===== src/shared/kcn_pkg.sv =====
`default_nettype none
package kcn_pkg;

  // ----------------------------------------
  // Clock and key filter timing
  // ----------------------------------------
  localparam int CLK_HZ = 125_000_000;     // System clock rate
  localparam int DEBOUNCE_MS = 10;         // Settle time of a key contact, ms
  localparam int DEB_CYCLES = (CLK_HZ / 1000) * DEBOUNCE_MS;  // Stable cycles before accept

  // ----------------------------------------
  // Widths and key indices
  // ----------------------------------------
  localparam int GROUP_W = 4;              // Group selector width
  localparam int CODE_W = 7;               // Code number width (0..99)
  localparam int MAP_AW = GROUP_W + CODE_W;  // Code map address width
  localparam int NUM_KEYS = 4;             // Up, down, mode, confirm
  localparam int VAL_DIGITS = 4;           // BCD digits of a parameter value
  localparam int KEY_UP = 0;
  localparam int KEY_DOWN = 1;
  localparam int KEY_MODE = 2;
  localparam int KEY_CONFIRM = 3;

  // ----------------------------------------
  // Groups and fixed codes
  // ----------------------------------------
  localparam logic [3:0] GRP_OPERATION = 4'h0;   // Operation group
  localparam logic [3:0] GRP_ADVANCED = 4'h3;    // Advanced group
  localparam logic [6:0] FREQ_REF_CODE = 7'h00;        // Frequency reference (initial)
  localparam logic [6:0] ACCEL_TIME_CODE = 7'h01;      // Acceleration time
  localparam logic [6:0] DECEL_TIME_CODE = 7'h02;      // Deceleration time
  localparam logic [6:0] GROUP_REVEAL_CODE = 7'h03;    // Last code of Operation group
  localparam logic [6:0] GRP_LAST_CODE = 7'h63;        // Last code of other groups (99)
  localparam logic [6:0] FREQ_LIMIT_ENABLE_CODE = 7'h18;  // 24
  localparam logic [6:0] FREQ_UPPER_LIMIT_CODE = 7'h19;   // 25
  localparam logic [6:0] FREQ_LOWER_LIMIT_CODE = 7'h1A;   // 26

  // ----------------------------------------
  // Code entry defaults (BCD) and reset values
  // ----------------------------------------
  localparam logic [3:0] ADV_ENTRY_TENS = 4'h2;    // Advanced default 24
  localparam logic [3:0] ADV_ENTRY_ONES = 4'h4;
  localparam logic [3:0] OTHER_ENTRY_TENS = 4'h0;  // Other groups default 01
  localparam logic [3:0] OTHER_ENTRY_ONES = 4'h1;
  localparam logic [1:0] CURSOR_RIGHT = 2'h0;      // Rightmost digit
  localparam logic [1:0] CURSOR_LEFT = 2'h3;       // Leftmost value digit
  localparam logic [3:0] BCD_MAX = 4'h9;
  localparam logic [6:0] CODE_RESET = 7'h00;

  // ----------------------------------------
  // Navigation state machine
  // ----------------------------------------
  typedef enum logic [2:0] {
    ST_BROWSE = 3'h0,      // Code shown, waiting for a key
    ST_SEEK = 3'h1,        // Candidate code presented to the map
    ST_SEEK_CHK = 3'h2,    // Map answer for the candidate checked
    ST_ENTRY = 3'h3,       // Code number being typed
    ST_VALUE_EDIT = 3'h4,  // Value digits being edited
    ST_VALUE_HOLD = 3'h5   // Whole value flashing, awaiting confirm
  } kcn_state_t;

endpackage
`default_nettype wire


===== src/hw/kcn_key_filter.sv =====
`timescale 1ns/10ps
`default_nettype none
module kcn_key_filter #(
  parameter int DEB_CYCLES = kcn_pkg::DEB_CYCLES
) (
  input wire logic clk,
  input wire logic reset_n,
  input wire logic key_raw,      // Key contact level, high while pressed
  output logic key_press         // One-cycle pulse per accepted press
);

  localparam int CNT_W = $clog2(DEB_CYCLES + 1);
  localparam logic [CNT_W-1:0] CNT_LAST = CNT_W'(DEB_CYCLES - 1);

  logic stable_r;                // Accepted key level
  logic [CNT_W-1:0] cnt_r;       // Cycles the raw level has differed
  logic differ;                  // Raw level disagrees with accepted one
  logic settle;                  // Disagreement lasted long enough

  assign differ = key_raw != stable_r;
  assign settle = differ && (cnt_r == CNT_LAST);

  // ----------------------------------------
  // Settle counter
  // ----------------------------------------
  // Any bounce back to the accepted level restarts the wait
  always_ff @(posedge clk or negedge reset_n) begin
    if (!reset_n) begin
      cnt_r <= '0;
    end else if (!differ || settle) begin
      cnt_r <= '0;
    end else begin
      cnt_r <= cnt_r + CNT_W'(1);
    end
  end

  // Accepted level and press pulse, once per press
  always_ff @(posedge clk or negedge reset_n) begin
    if (!reset_n) begin
      stable_r <= 1'b0;
      key_press <= 1'b0;
    end else begin
      if (settle) begin
        stable_r <= key_raw;
      end
      key_press <= settle && key_raw;
    end
  end

endmodule
`default_nettype wire


===== src/hw/kcn_code_map.sv =====
`timescale 1ns/10ps
`default_nettype none
module kcn_code_map #(
  parameter int AW = kcn_pkg::MAP_AW
) (
  input wire logic clk,
  input wire logic wr_en,        // Load one entry
  input wire logic [AW-1:0] wr_addr,
  input wire logic wr_data,      // 1 = code has an assigned function
  input wire logic [AW-1:0] rd_addr,
  output logic rd_data           // Registered, one cycle after rd_addr
);

  // One bit per group and code; no reset, the system loads it
  logic mem_r [0:(1<<AW)-1];

  // ----------------------------------------
  // Write and registered read
  // ----------------------------------------
  always_ff @(posedge clk) begin
    if (wr_en) begin
      mem_r[wr_addr] <= wr_data;
    end
    rd_data <= mem_r[rd_addr];
  end

endmodule
`default_nettype wire


===== src/hw/kcn_code_nav.sv =====
`timescale 1ns/10ps
`default_nettype none
module kcn_code_nav #(
  parameter int DEB_CYCLES = kcn_pkg::DEB_CYCLES
) (
  input wire logic clk,
  input wire logic reset_n,
  input wire logic key_up_raw,          // Up key level
  input wire logic key_down_raw,        // Down key level
  input wire logic key_mode_raw,        // Mode key level
  input wire logic key_confirm_raw,     // Confirm key level
  input wire logic [3:0] group_sel,     // Current group, steered elsewhere
  input wire logic freq_limit_en,       // Value held by the limit enable code
  input wire logic [15:0] param_value,  // BCD value of the shown code
  input wire logic map_wr_en,           // Code map load strobe
  input wire logic [10:0] map_wr_addr,  // {group, code}
  input wire logic map_wr_data,         // 1 = code assigned
  output logic [6:0] shown_code,        // Code number on display
  output logic entry_active,            // Code number entry open
  output logic [7:0] entry_digits,      // Typed code, {tens, ones} BCD
  output logic value_edit_active,       // Digit editing of a value
  output logic [15:0] value_digits,     // Pending value, BCD
  output logic [1:0] cursor_pos,        // Flashing digit, 0 = rightmost
  output logic flash_all,               // Whole value flashing
  output logic seek_busy,               // Searching for next code
  output logic commit_stb,              // Pulse: store value to code
  output logic [6:0] commit_code,       // Code being stored
  output logic [15:0] commit_value,     // Value being stored
  output logic cancel_stb               // Pulse: pending change dropped
);

  // ----------------------------------------
  // Key filtering
  // ----------------------------------------
  logic [kcn_pkg::NUM_KEYS-1:0] key_raw;    // Keys gathered for the loop
  logic [kcn_pkg::NUM_KEYS-1:0] key_press;  // Filtered press pulses

  assign key_raw = {key_confirm_raw, key_mode_raw, key_down_raw, key_up_raw};

  // One filter per key; each gives one pulse per press
  genvar k;
  generate
    for (k = 0; k < kcn_pkg::NUM_KEYS; k++) begin : g_key
      kcn_key_filter #(
        .DEB_CYCLES(DEB_CYCLES)
      ) u_filter (
        .clk(clk),
        .reset_n(reset_n),
        .key_raw(key_raw[k]),
        .key_press(key_press[k])
      );
    end
  endgenerate

  // Presses in the same cycle resolve by priority: confirm, mode, up, down
  logic ev_confirm;
  logic ev_mode;
  logic ev_up;
  logic ev_down;
  logic ev_any;
  assign ev_confirm = key_press[kcn_pkg::KEY_CONFIRM];
  assign ev_mode = key_press[kcn_pkg::KEY_MODE] && !ev_confirm;
  assign ev_up = key_press[kcn_pkg::KEY_UP] && !ev_confirm && !ev_mode;
  assign ev_down = key_press[kcn_pkg::KEY_DOWN] && !ev_confirm && !ev_mode && !ev_up;
  assign ev_any = |key_press;

  // ----------------------------------------
  // State
  // ----------------------------------------
  kcn_pkg::kcn_state_t state_r;   // Navigation state
  kcn_pkg::kcn_state_t state_nxt;
  logic [6:0] code_r;             // Shown code
  logic [6:0] code_nxt;
  logic [6:0] cand_r;             // Candidate code under test
  logic [6:0] cand_nxt;
  logic dir_up_r;                 // Search direction
  logic dir_up_nxt;
  logic jump_r;                   // Candidate came from code entry
  logic jump_nxt;
  logic [3:0] tens_r;             // Entry tens digit
  logic [3:0] tens_nxt;
  logic [3:0] ones_r;             // Entry ones digit
  logic [3:0] ones_nxt;
  logic [1:0] cursor_r;           // Flashing digit index
  logic [1:0] cursor_nxt;
  logic [15:0] value_r;           // Pending value
  logic [15:0] value_nxt;
  logic [3:0] group_r;            // Group seen last cycle
  logic commit_nxt;
  logic cancel_nxt;

  // ----------------------------------------
  // Group facts and code stepping
  // ----------------------------------------
  logic op_group;                 // Operation group has a fixed short list
  logic adv_group;
  logic group_moved;              // Group changed: restart at its code 0
  logic [6:0] last_code;          // Last code of this group
  logic [6:0] step_up;            // Next candidate going up
  logic [6:0] step_down;          // Next candidate going down
  logic [6:0] step_from;          // Code the step starts at
  logic [6:0] entry_code;         // Typed code in binary

  assign op_group = group_sel == kcn_pkg::GRP_OPERATION;
  assign adv_group = group_sel == kcn_pkg::GRP_ADVANCED;
  assign group_moved = group_sel != group_r;
  // Operation order is reference, accel, decel, group reveal
  assign last_code = op_group ? kcn_pkg::GROUP_REVEAL_CODE : kcn_pkg::GRP_LAST_CODE;
  assign step_from = (state_r == kcn_pkg::ST_SEEK_CHK) ? cand_r : code_r;
  assign step_up = (step_from >= last_code) ? kcn_pkg::CODE_RESET
                                            : step_from + 7'h01;
  assign step_down = (step_from == kcn_pkg::CODE_RESET) ? last_code
                                                        : step_from - 7'h01;
  assign entry_code = 7'(tens_r * 7'd10) + 7'(ones_r);

  // ----------------------------------------
  // Accessibility of the candidate
  // ----------------------------------------
  logic map_hit;                  // Candidate has an assigned function
  logic limit_hidden;             // Candidate is a limit code now hidden
  logic cand_ok;

  kcn_code_map #(
    .AW(kcn_pkg::MAP_AW)
  ) u_map (
    .clk(clk),
    .wr_en(map_wr_en),
    .wr_addr(map_wr_addr),
    .wr_data(map_wr_data),
    .rd_addr({group_sel, cand_r}),
    .rd_data(map_hit)
  );

  // Limit codes depend on the enable value as well as on the map
  assign limit_hidden = adv_group && !freq_limit_en &&
                        (cand_r == kcn_pkg::FREQ_UPPER_LIMIT_CODE ||
                         cand_r == kcn_pkg::FREQ_LOWER_LIMIT_CODE);
  // Code 0 always counts, so a search always ends within one lap
  assign cand_ok = op_group || cand_r == kcn_pkg::CODE_RESET ||
                   (map_hit && !limit_hidden);

  // ----------------------------------------
  // Digit stepping
  // ----------------------------------------
  function automatic logic [3:0] bcd_step(input logic [3:0] d, input logic up);
    logic [3:0] r;
    r = 4'h0;
    if (up) begin
      r = (d >= kcn_pkg::BCD_MAX) ? 4'h0 : d + 4'h1;
    end else begin
      r = (d == 4'h0 || d > kcn_pkg::BCD_MAX) ? kcn_pkg::BCD_MAX : d - 4'h1;
    end
    return r;
  endfunction

  logic [15:0] value_step;        // Value with cursor digit stepped
  genvar g;
  generate
    for (g = 0; g < kcn_pkg::VAL_DIGITS; g++) begin : g_digit
      assign value_step[g*4 +: 4] = (cursor_r == 2'(g)) ? bcd_step(value_r[g*4 +: 4], ev_up)
                                                      : value_r[g*4 +: 4];
    end
  endgenerate

  logic [3:0] tens_step;
  logic [3:0] ones_step;
  assign tens_step = bcd_step(tens_r, ev_up);
  assign ones_step = bcd_step(ones_r, ev_up);

  // ----------------------------------------
  // Next-state logic
  // ----------------------------------------
  // Keys arriving during a search are dropped; a search takes two cycles per candidate code
  always_comb begin
    state_nxt = state_r;
    code_nxt = code_r;
    cand_nxt = cand_r;
    dir_up_nxt = dir_up_r;
    jump_nxt = jump_r;
    tens_nxt = tens_r;
    ones_nxt = ones_r;
    cursor_nxt = cursor_r;
    value_nxt = value_r;
    commit_nxt = 1'b0;
    cancel_nxt = 1'b0;
    unique case (state_r)
      kcn_pkg::ST_BROWSE: begin
        if (ev_confirm && !op_group && code_r == kcn_pkg::CODE_RESET) begin
          // Entry starts from the group's usual code, right digit flashing
          state_nxt = kcn_pkg::ST_ENTRY;
          tens_nxt = adv_group ? kcn_pkg::ADV_ENTRY_TENS : kcn_pkg::OTHER_ENTRY_TENS;
          ones_nxt = adv_group ? kcn_pkg::ADV_ENTRY_ONES : kcn_pkg::OTHER_ENTRY_ONES;
          cursor_nxt = kcn_pkg::CURSOR_RIGHT;
        end else if (ev_confirm) begin
          // Edit a copy; the stored value is untouched until commit
          state_nxt = kcn_pkg::ST_VALUE_EDIT;
          value_nxt = param_value;
          cursor_nxt = kcn_pkg::CURSOR_RIGHT;
        end else if (ev_up || ev_down) begin
          state_nxt = kcn_pkg::ST_SEEK;
          cand_nxt = ev_up ? step_up : step_down;
          dir_up_nxt = ev_up;
          jump_nxt = 1'b0;
        end
      end
      kcn_pkg::ST_SEEK: begin
        // Map answer for cand_r arrives next cycle
        state_nxt = kcn_pkg::ST_SEEK_CHK;
      end
      kcn_pkg::ST_SEEK_CHK: begin
        if (cand_ok) begin
          state_nxt = kcn_pkg::ST_BROWSE;
          code_nxt = cand_r;
        end else if (jump_r) begin
          // A typed code that cannot be shown leaves the display as it was
          state_nxt = kcn_pkg::ST_BROWSE;
        end else begin
          state_nxt = kcn_pkg::ST_SEEK;
          cand_nxt = dir_up_r ? step_up : step_down;
        end
      end
      kcn_pkg::ST_ENTRY: begin
        if (ev_confirm) begin
          state_nxt = kcn_pkg::ST_SEEK;
          cand_nxt = (entry_code > last_code) ? last_code : entry_code;
          jump_nxt = 1'b1;
        end else if (ev_mode) begin
          cursor_nxt = {1'b0, ~cursor_r[0]};
        end else if ((ev_up || ev_down) && cursor_r[0]) begin
          tens_nxt = tens_step;
        end else if (ev_up || ev_down) begin
          ones_nxt = ones_step;
        end
      end
      kcn_pkg::ST_VALUE_EDIT: begin
        if (ev_confirm) begin
          state_nxt = kcn_pkg::ST_VALUE_HOLD;
        end else if (ev_mode) begin
          cursor_nxt = (cursor_r == kcn_pkg::CURSOR_LEFT) ? kcn_pkg::CURSOR_RIGHT
                                                          : cursor_r + 2'h1;
        end else if (ev_up || ev_down) begin
          value_nxt = value_step;
        end
      end
      kcn_pkg::ST_VALUE_HOLD: begin
        if (ev_confirm) begin
          state_nxt = kcn_pkg::ST_BROWSE;
          commit_nxt = 1'b1;
        end else if (ev_any) begin
          state_nxt = kcn_pkg::ST_BROWSE;
          cancel_nxt = 1'b1;
        end
      end
      default: begin
        state_nxt = kcn_pkg::ST_BROWSE;
      end
    endcase
    // A group change always lands on the new group's code 0
    if (group_moved) begin
      state_nxt = kcn_pkg::ST_BROWSE;
      code_nxt = kcn_pkg::CODE_RESET;
      commit_nxt = 1'b0;
      cancel_nxt = state_r == kcn_pkg::ST_VALUE_EDIT || state_r == kcn_pkg::ST_VALUE_HOLD;
    end
  end

  // ----------------------------------------
  // Registers
  // ----------------------------------------
  // Navigation state and shown code
  always_ff @(posedge clk or negedge reset_n) begin
    if (!reset_n) begin
      state_r <= kcn_pkg::ST_BROWSE;
      code_r <= kcn_pkg::CODE_RESET;
      cand_r <= kcn_pkg::CODE_RESET;
      dir_up_r <= 1'b1;
      jump_r <= 1'b0;
      group_r <= kcn_pkg::GRP_OPERATION;
    end else begin
      state_r <= state_nxt;
      code_r <= code_nxt;
      cand_r <= cand_nxt;
      dir_up_r <= dir_up_nxt;
      jump_r <= jump_nxt;
      group_r <= group_sel;
    end
  end

  // Edit digits and cursor
  always_ff @(posedge clk or negedge reset_n) begin
    if (!reset_n) begin
      tens_r <= 4'h0;
      ones_r <= 4'h0;
      cursor_r <= kcn_pkg::CURSOR_RIGHT;
      value_r <= 16'h0000;
    end else begin
      tens_r <= tens_nxt;
      ones_r <= ones_nxt;
      cursor_r <= cursor_nxt;
      value_r <= value_nxt;
    end
  end

  // Store and cancel pulses with the data they carry
  always_ff @(posedge clk or negedge reset_n) begin
    if (!reset_n) begin
      commit_stb <= 1'b0;
      cancel_stb <= 1'b0;
      commit_code <= kcn_pkg::CODE_RESET;
      commit_value <= 16'h0000;
    end else begin
      commit_stb <= commit_nxt;
      cancel_stb <= cancel_nxt;
      if (commit_nxt) begin
        commit_code <= code_r;
        commit_value <= value_r;
      end
    end
  end

  // ----------------------------------------
  // Display outputs
  // ----------------------------------------
  assign shown_code = code_r;
  assign entry_active = state_r == kcn_pkg::ST_ENTRY;
  assign entry_digits = {tens_r, ones_r};
  assign value_edit_active = state_r == kcn_pkg::ST_VALUE_EDIT;
  assign value_digits = value_r;
  assign cursor_pos = cursor_r;
  assign flash_all = state_r == kcn_pkg::ST_VALUE_HOLD;
  assign seek_busy = state_r == kcn_pkg::ST_SEEK || state_r == kcn_pkg::ST_SEEK_CHK;

endmodule
`default_nettype wire


===== config.mk =====
export PLATFORM = sky130hd
export DESIGN_NAME = kcn_code_nav
export DESIGN_NICKNAME = d
export VERILOG_FILES = /design/src/shared/kcn_pkg.sv /design/src/hw/kcn_key_filter.sv /design/src/hw/kcn_code_map.sv /design/src/hw/kcn_code_nav.sv
export SDC_FILE = /design/constraint.sdc
export NUM_CORES = 2
export LEC_CHECK = 0
export BUFFER_PORTS_ARGS = -buffer_cell sky130_fd_sc_hd__buf_2
export CAP_MARGIN = 20
export CORE_MARGIN = 2
export CORE_UTILIZATION = 35
export CTS_CLUSTER_DIAMETER = 40
export DETAILED_ROUTE_END_ITERATION = 8
export GPL_ROUTABILITY_DRIVEN = 1
export MAX_ROUTING_LAYER = met4
export PLACE_DENSITY = 0.47
export SYNTH_ARGS = -nofsm -noshare
export SYNTH_HDL_FRONTEND = slang
export SYNTH_SLANG_ARGS = --single-unit

===== constraint.sdc =====
create_clock -name clk -period 8.52 [get_ports clk]
set_input_delay 0.426 -clock clk [delete_from_list [all_inputs] [get_ports clk]]
set_output_delay 0.426 -clock clk [all_outputs]
set_load 0.01 [all_outputs]

==> results.json <==
{
  "outcome": "finished, final reports clean",
  "worst_ep_required_time_ns": 9.40,
  "finalSetupTns_ns": 0,
  "final_max_slew_viol_count": 0,
  "ios": 102,
  "syn_area_per_cell_um2": 13.73,
  "relSlewSlack_pct": 6.915,
  "path_common_cell": "buf_4",
  "netlist_top_cells_count": "nor2_1, edfxtp_1, clkbuf_1",
  "gr-total-overflow": 0,
  "num_vias": 62970,
  "leakagePower_nw": 36.98,
  "cts_tree": "yes",
  "grt_pass1_wl_um": 466300,
  "synth_cells": 7196,
  "fp-row-count": 195,
  "critPathTopFamily": "compound AO/OA/AOI/OAI gates",
  "r2r_start": "cand_r[3]",
  "yosys-top-cells-area": "edfxtp_1, nor2_1, mux4_2",
  "yosysSeqAreaShare_pct": 66.49,
  "fin_area_um2": 117800,
  "synth_top_area_share_pct": 62.26,
  "ys_async_sr_fraction_pct": 7.494,
  "hold_path_class": "in -> reg",
  "clock_path_buffers": 4,
  "postPlaceCellArea_um2": 102900,
  "cp_slowest_stage_delay_ns": 0.76,
  "cts_made_buffers": 390,
  "dieArea_um2": 286500,
  "grt_antenna_before_repair": 20,
  "gp_congestion": 0.8115,
  "wl_per_cell_um": 29.05,
  "synth_edf_count": 2048,
  "drt_pass1_iterations": 8,
  "yosysMostFrequentCell": "nor2_1",
  "core-area_um2": 281600,
  "critPathLaunch": "cand_r[3]",
  "p_per_area_nw_per_um2": 256.3,
  "clkTransAtPathRegs_ns": 0.05,
  "worst_slew_pin_slew_ns": 1.396,
  "worstHoldPathCells": 1,
  "place_hpwl_um": 177600,
  "cts_root_buf": "clkbuf_16",
  "finalNetCount": 7340,
  "ys.warnings.count": 0,
  "hold_viol_final": 0,
  "ir_drop_mv": 0.1823,
  "syn_to_final_growth_pct": 19.22,
  "cts.sinks": 2215,
  "critPathBufInv": 2,
  "rsz0062_at_grt": "false",
  "crit_path_cell_trace": "buf_4 -> and2_4 -> buf_4 -> a22o_1 -> a2111oi_0 -> a31oi_1 -> a211oi_1 -> or4_1 -> a221oi_1 -> o31a_1",
  "die_h_um": 535.2,
  "die_w_um": 535.2,
  "syn-num-nets": 7277,
  "route.detailed.drc": 0,
  "drv_cap": 0,
  "drt_iter0_markers": 7611,
  "grtUsageTotal_pct": 23.25,
  "worstSetupEndpointType": "register",
  "skew_ns": 0.09769,
  "ys_ff_latch": 2215,
  "insertion_delay_ns": 0.94,
  "grt_pass1_vias": 62260,
  "ys_types": 101,
  "min_period_ns": 4.826,
  "drive_gt1_share_pct": 19.25,
  "rrSetupSlack_ns": 3.69,
  "critPathCapture": "u_map.rd_data",
  "avgViaCountPerCell": 5.551,
  "fillCellCount": 25940,
  "synth_flop_cell": "edfxtp_1",
  "cts-htree-levels": 5,
  "finalSetupViolCount": 0,
  "post-route-period-util_pct": 56.64,
  "rr_worst_depth": 10,
  "grt_max_degree": 290,
  "rr_endpoint": "u_map.rd_data",
  "totalWireLength_um": 329600,
  "ant_nets": 0,
  "critPathSlowestCell": "dfrtp_4",
  "fmax_ghz": 0.2072,
  "worstPathArrival_ns": 5.71,
  "portBuffers": 101,
  "path_depth": 10,
  "synth_top_cell_by_area": "edfxtp_1",
  "syn_area_um2": 98780,
  "critPathKind": "reg -> reg",
  "initial_utilization_pct": 35.08,
  "worstPathMaxFanout": 30,
  "cp-start-kind": "register"
}
==> per-stage QoR <==
| stage | hold WS, ns | setup slack, ns | power, W | instances | util, % |
|---|---|---|---|---|---|
| CTS | 0.02880 | 3.771 | 0.03040 | 11300 | 41.52 |
| global route | 0.04630 | 3.727 | 0.03101 | 11340 | 41.82 |
| detailed placement | 0.4547 | 3.796 | 0.01411 | 10550 | 36.55 |
| floorplan | 0.1304 | 5.294 | 0.01336 | 7196 | - |
| global placement | 0.4523 | 3.827 | 0.01410 | 10530 | 36.34 |
| finish | 0.05105 | 3.694 | 0.03019 | 11340 | 41.83 |
==> power breakdown <==
part	internal, W	switching [W]	leakage, nW	total [W]
clock network	0.0105	0.00579	6.58	0.0163
registers	0.0119	0.0000612	20.6	0.0120
logic	0.000691	0.00124	9.76	0.00193
==> worst min-delay path by stage <==
stage | start | to | slack, ns
floorplan | reset_n | cancel_stb | 0.13
global placement | g_key[1].u_filter.cnt_r[0] | g_key[1].u_filter.cnt_r[0] | 0.45
detailed placement | g_key[1].u_filter.cnt_r[0] | g_key[1].u_filter.cnt_r[0] | 0.45
CTS | map_wr_data | u_map.mem_r[1836] | 0.03
global route | map_wr_data | u_map.mem_r[1836] | 0.05
finish | map_wr_data | u_map.mem_r[1836] | 0.05
==> cells by family (layout without fill, tap and decap cells) <==
| family | count (synthesis) | after routing | synth area share, % |
|---|---|---|---|
| AO/OA/AOI/OAI | 603 | 603 | 4.099 |
| flip-flops | 2215 | 2215 | 66.49 |
| buffers and inverters | 696 | 1094 | 3.637 |
| XOR/XNOR | 86 | 86 | 0.7626 |
| AND/OR/NAND/NOR | 2846 | 2846 | 11.70 |
| multiplexers | 709 | 709 | 12.78 |
| other | 0 | 7 | 0 |
| adder cells (fa/ha/maj) | 41 | 41 | 0.5346 |
==> per-layer routing <==
metal,track usage (%),share of wire (%)
met1,31.28,43
met2,37.32,48
met3,3.223,6.3
met4,5.612,2.2
met5,-,0
==> state kept, by name (all words and copies together), names as in the netlist <==
name and flops:
u_map.mem_r 2048, g_key.u_filter.cnt_r 84, commit_value 16, value_digits 16, cand_r 7, commit_code 7
shown_code 7, g_key.u_filter.key_press 4, g_key.u_filter.stable_r 4, group_r 4, ones_r 4, tens_r 4
state_r 3, cursor_pos 2, cancel_stb 1, commit_stb 1, dir_up_r 1, jump_r 1
u_map.rd_data 1
==> worst reg2reg max path, cell delays in order (launching register included) <==
cell and delay [ns]:
dfrtp_4 0.76, buf_4 0.56, and2_4 0.66, buf_4 0.53, a22o_1 0.25, a2111oi_0 0.06
a31oi_1 0.72, a211oi_1 0.16, or4_1 0.60, a221oi_1 0.34, o31a_1 0.15
==> final cells by class <==
cell class                      count  area [um^2]  share of cell area, %
Antenna cell                        7        17.52                0.01487
Clock buffer                      435        10100                  8.581
Clock inverter                    292         3617                  3.072
Inverter                           44        167.7                 0.1424
Multi-Input combinational cell   4285        30010                  25.48
Sequential cell                  2215        65700                  55.79
Tap cell                         3743         4683                  3.977
Timing Repair Buffer              323         3467                  2.944
==> cell usage in the layout, fill, tap and decap left out, types with 33 or more instances in the layout <==
cell	netlist	routed
a211oi_1	35	35
nand2_1	249	249
bufinv_16	0	61
nor3_1	35	33
xor2_1	53	53
nor2_1	2241	2234
inv_1	43	42
clkbuf_16	0	395
clkbuf_1	390	33
clkinv_2	0	54
mux4_2	373	373
clkinv_4	0	43
ha_1	39	39
clkinvlp_4	0	45
mux2_2	47	47
mux4_1	49	49
edfxtp_1	2048	2048
xnor2_1	33	33
nand3_4	1	33
buf_2	51	98
buf_16	0	47
buf_4	40	125
o21ai_0	108	106
clkinv_1	0	40
o22ai_1	50	50
a21oi_1	119	119
nand3_1	106	74
mux2i_1	239	239
a22oi_1	113	113
dfrtp_1	165	158
==> timing repair <==
item / 4_1_cts / 5_1_grt
hold buffers: 25 / 0
endpoints found under the hold margin: 124 / 0
gates resized for setup: 0 / 0
setup buffers: 0 / 0
No activity file was read; power rests on OpenSTA's default activity.
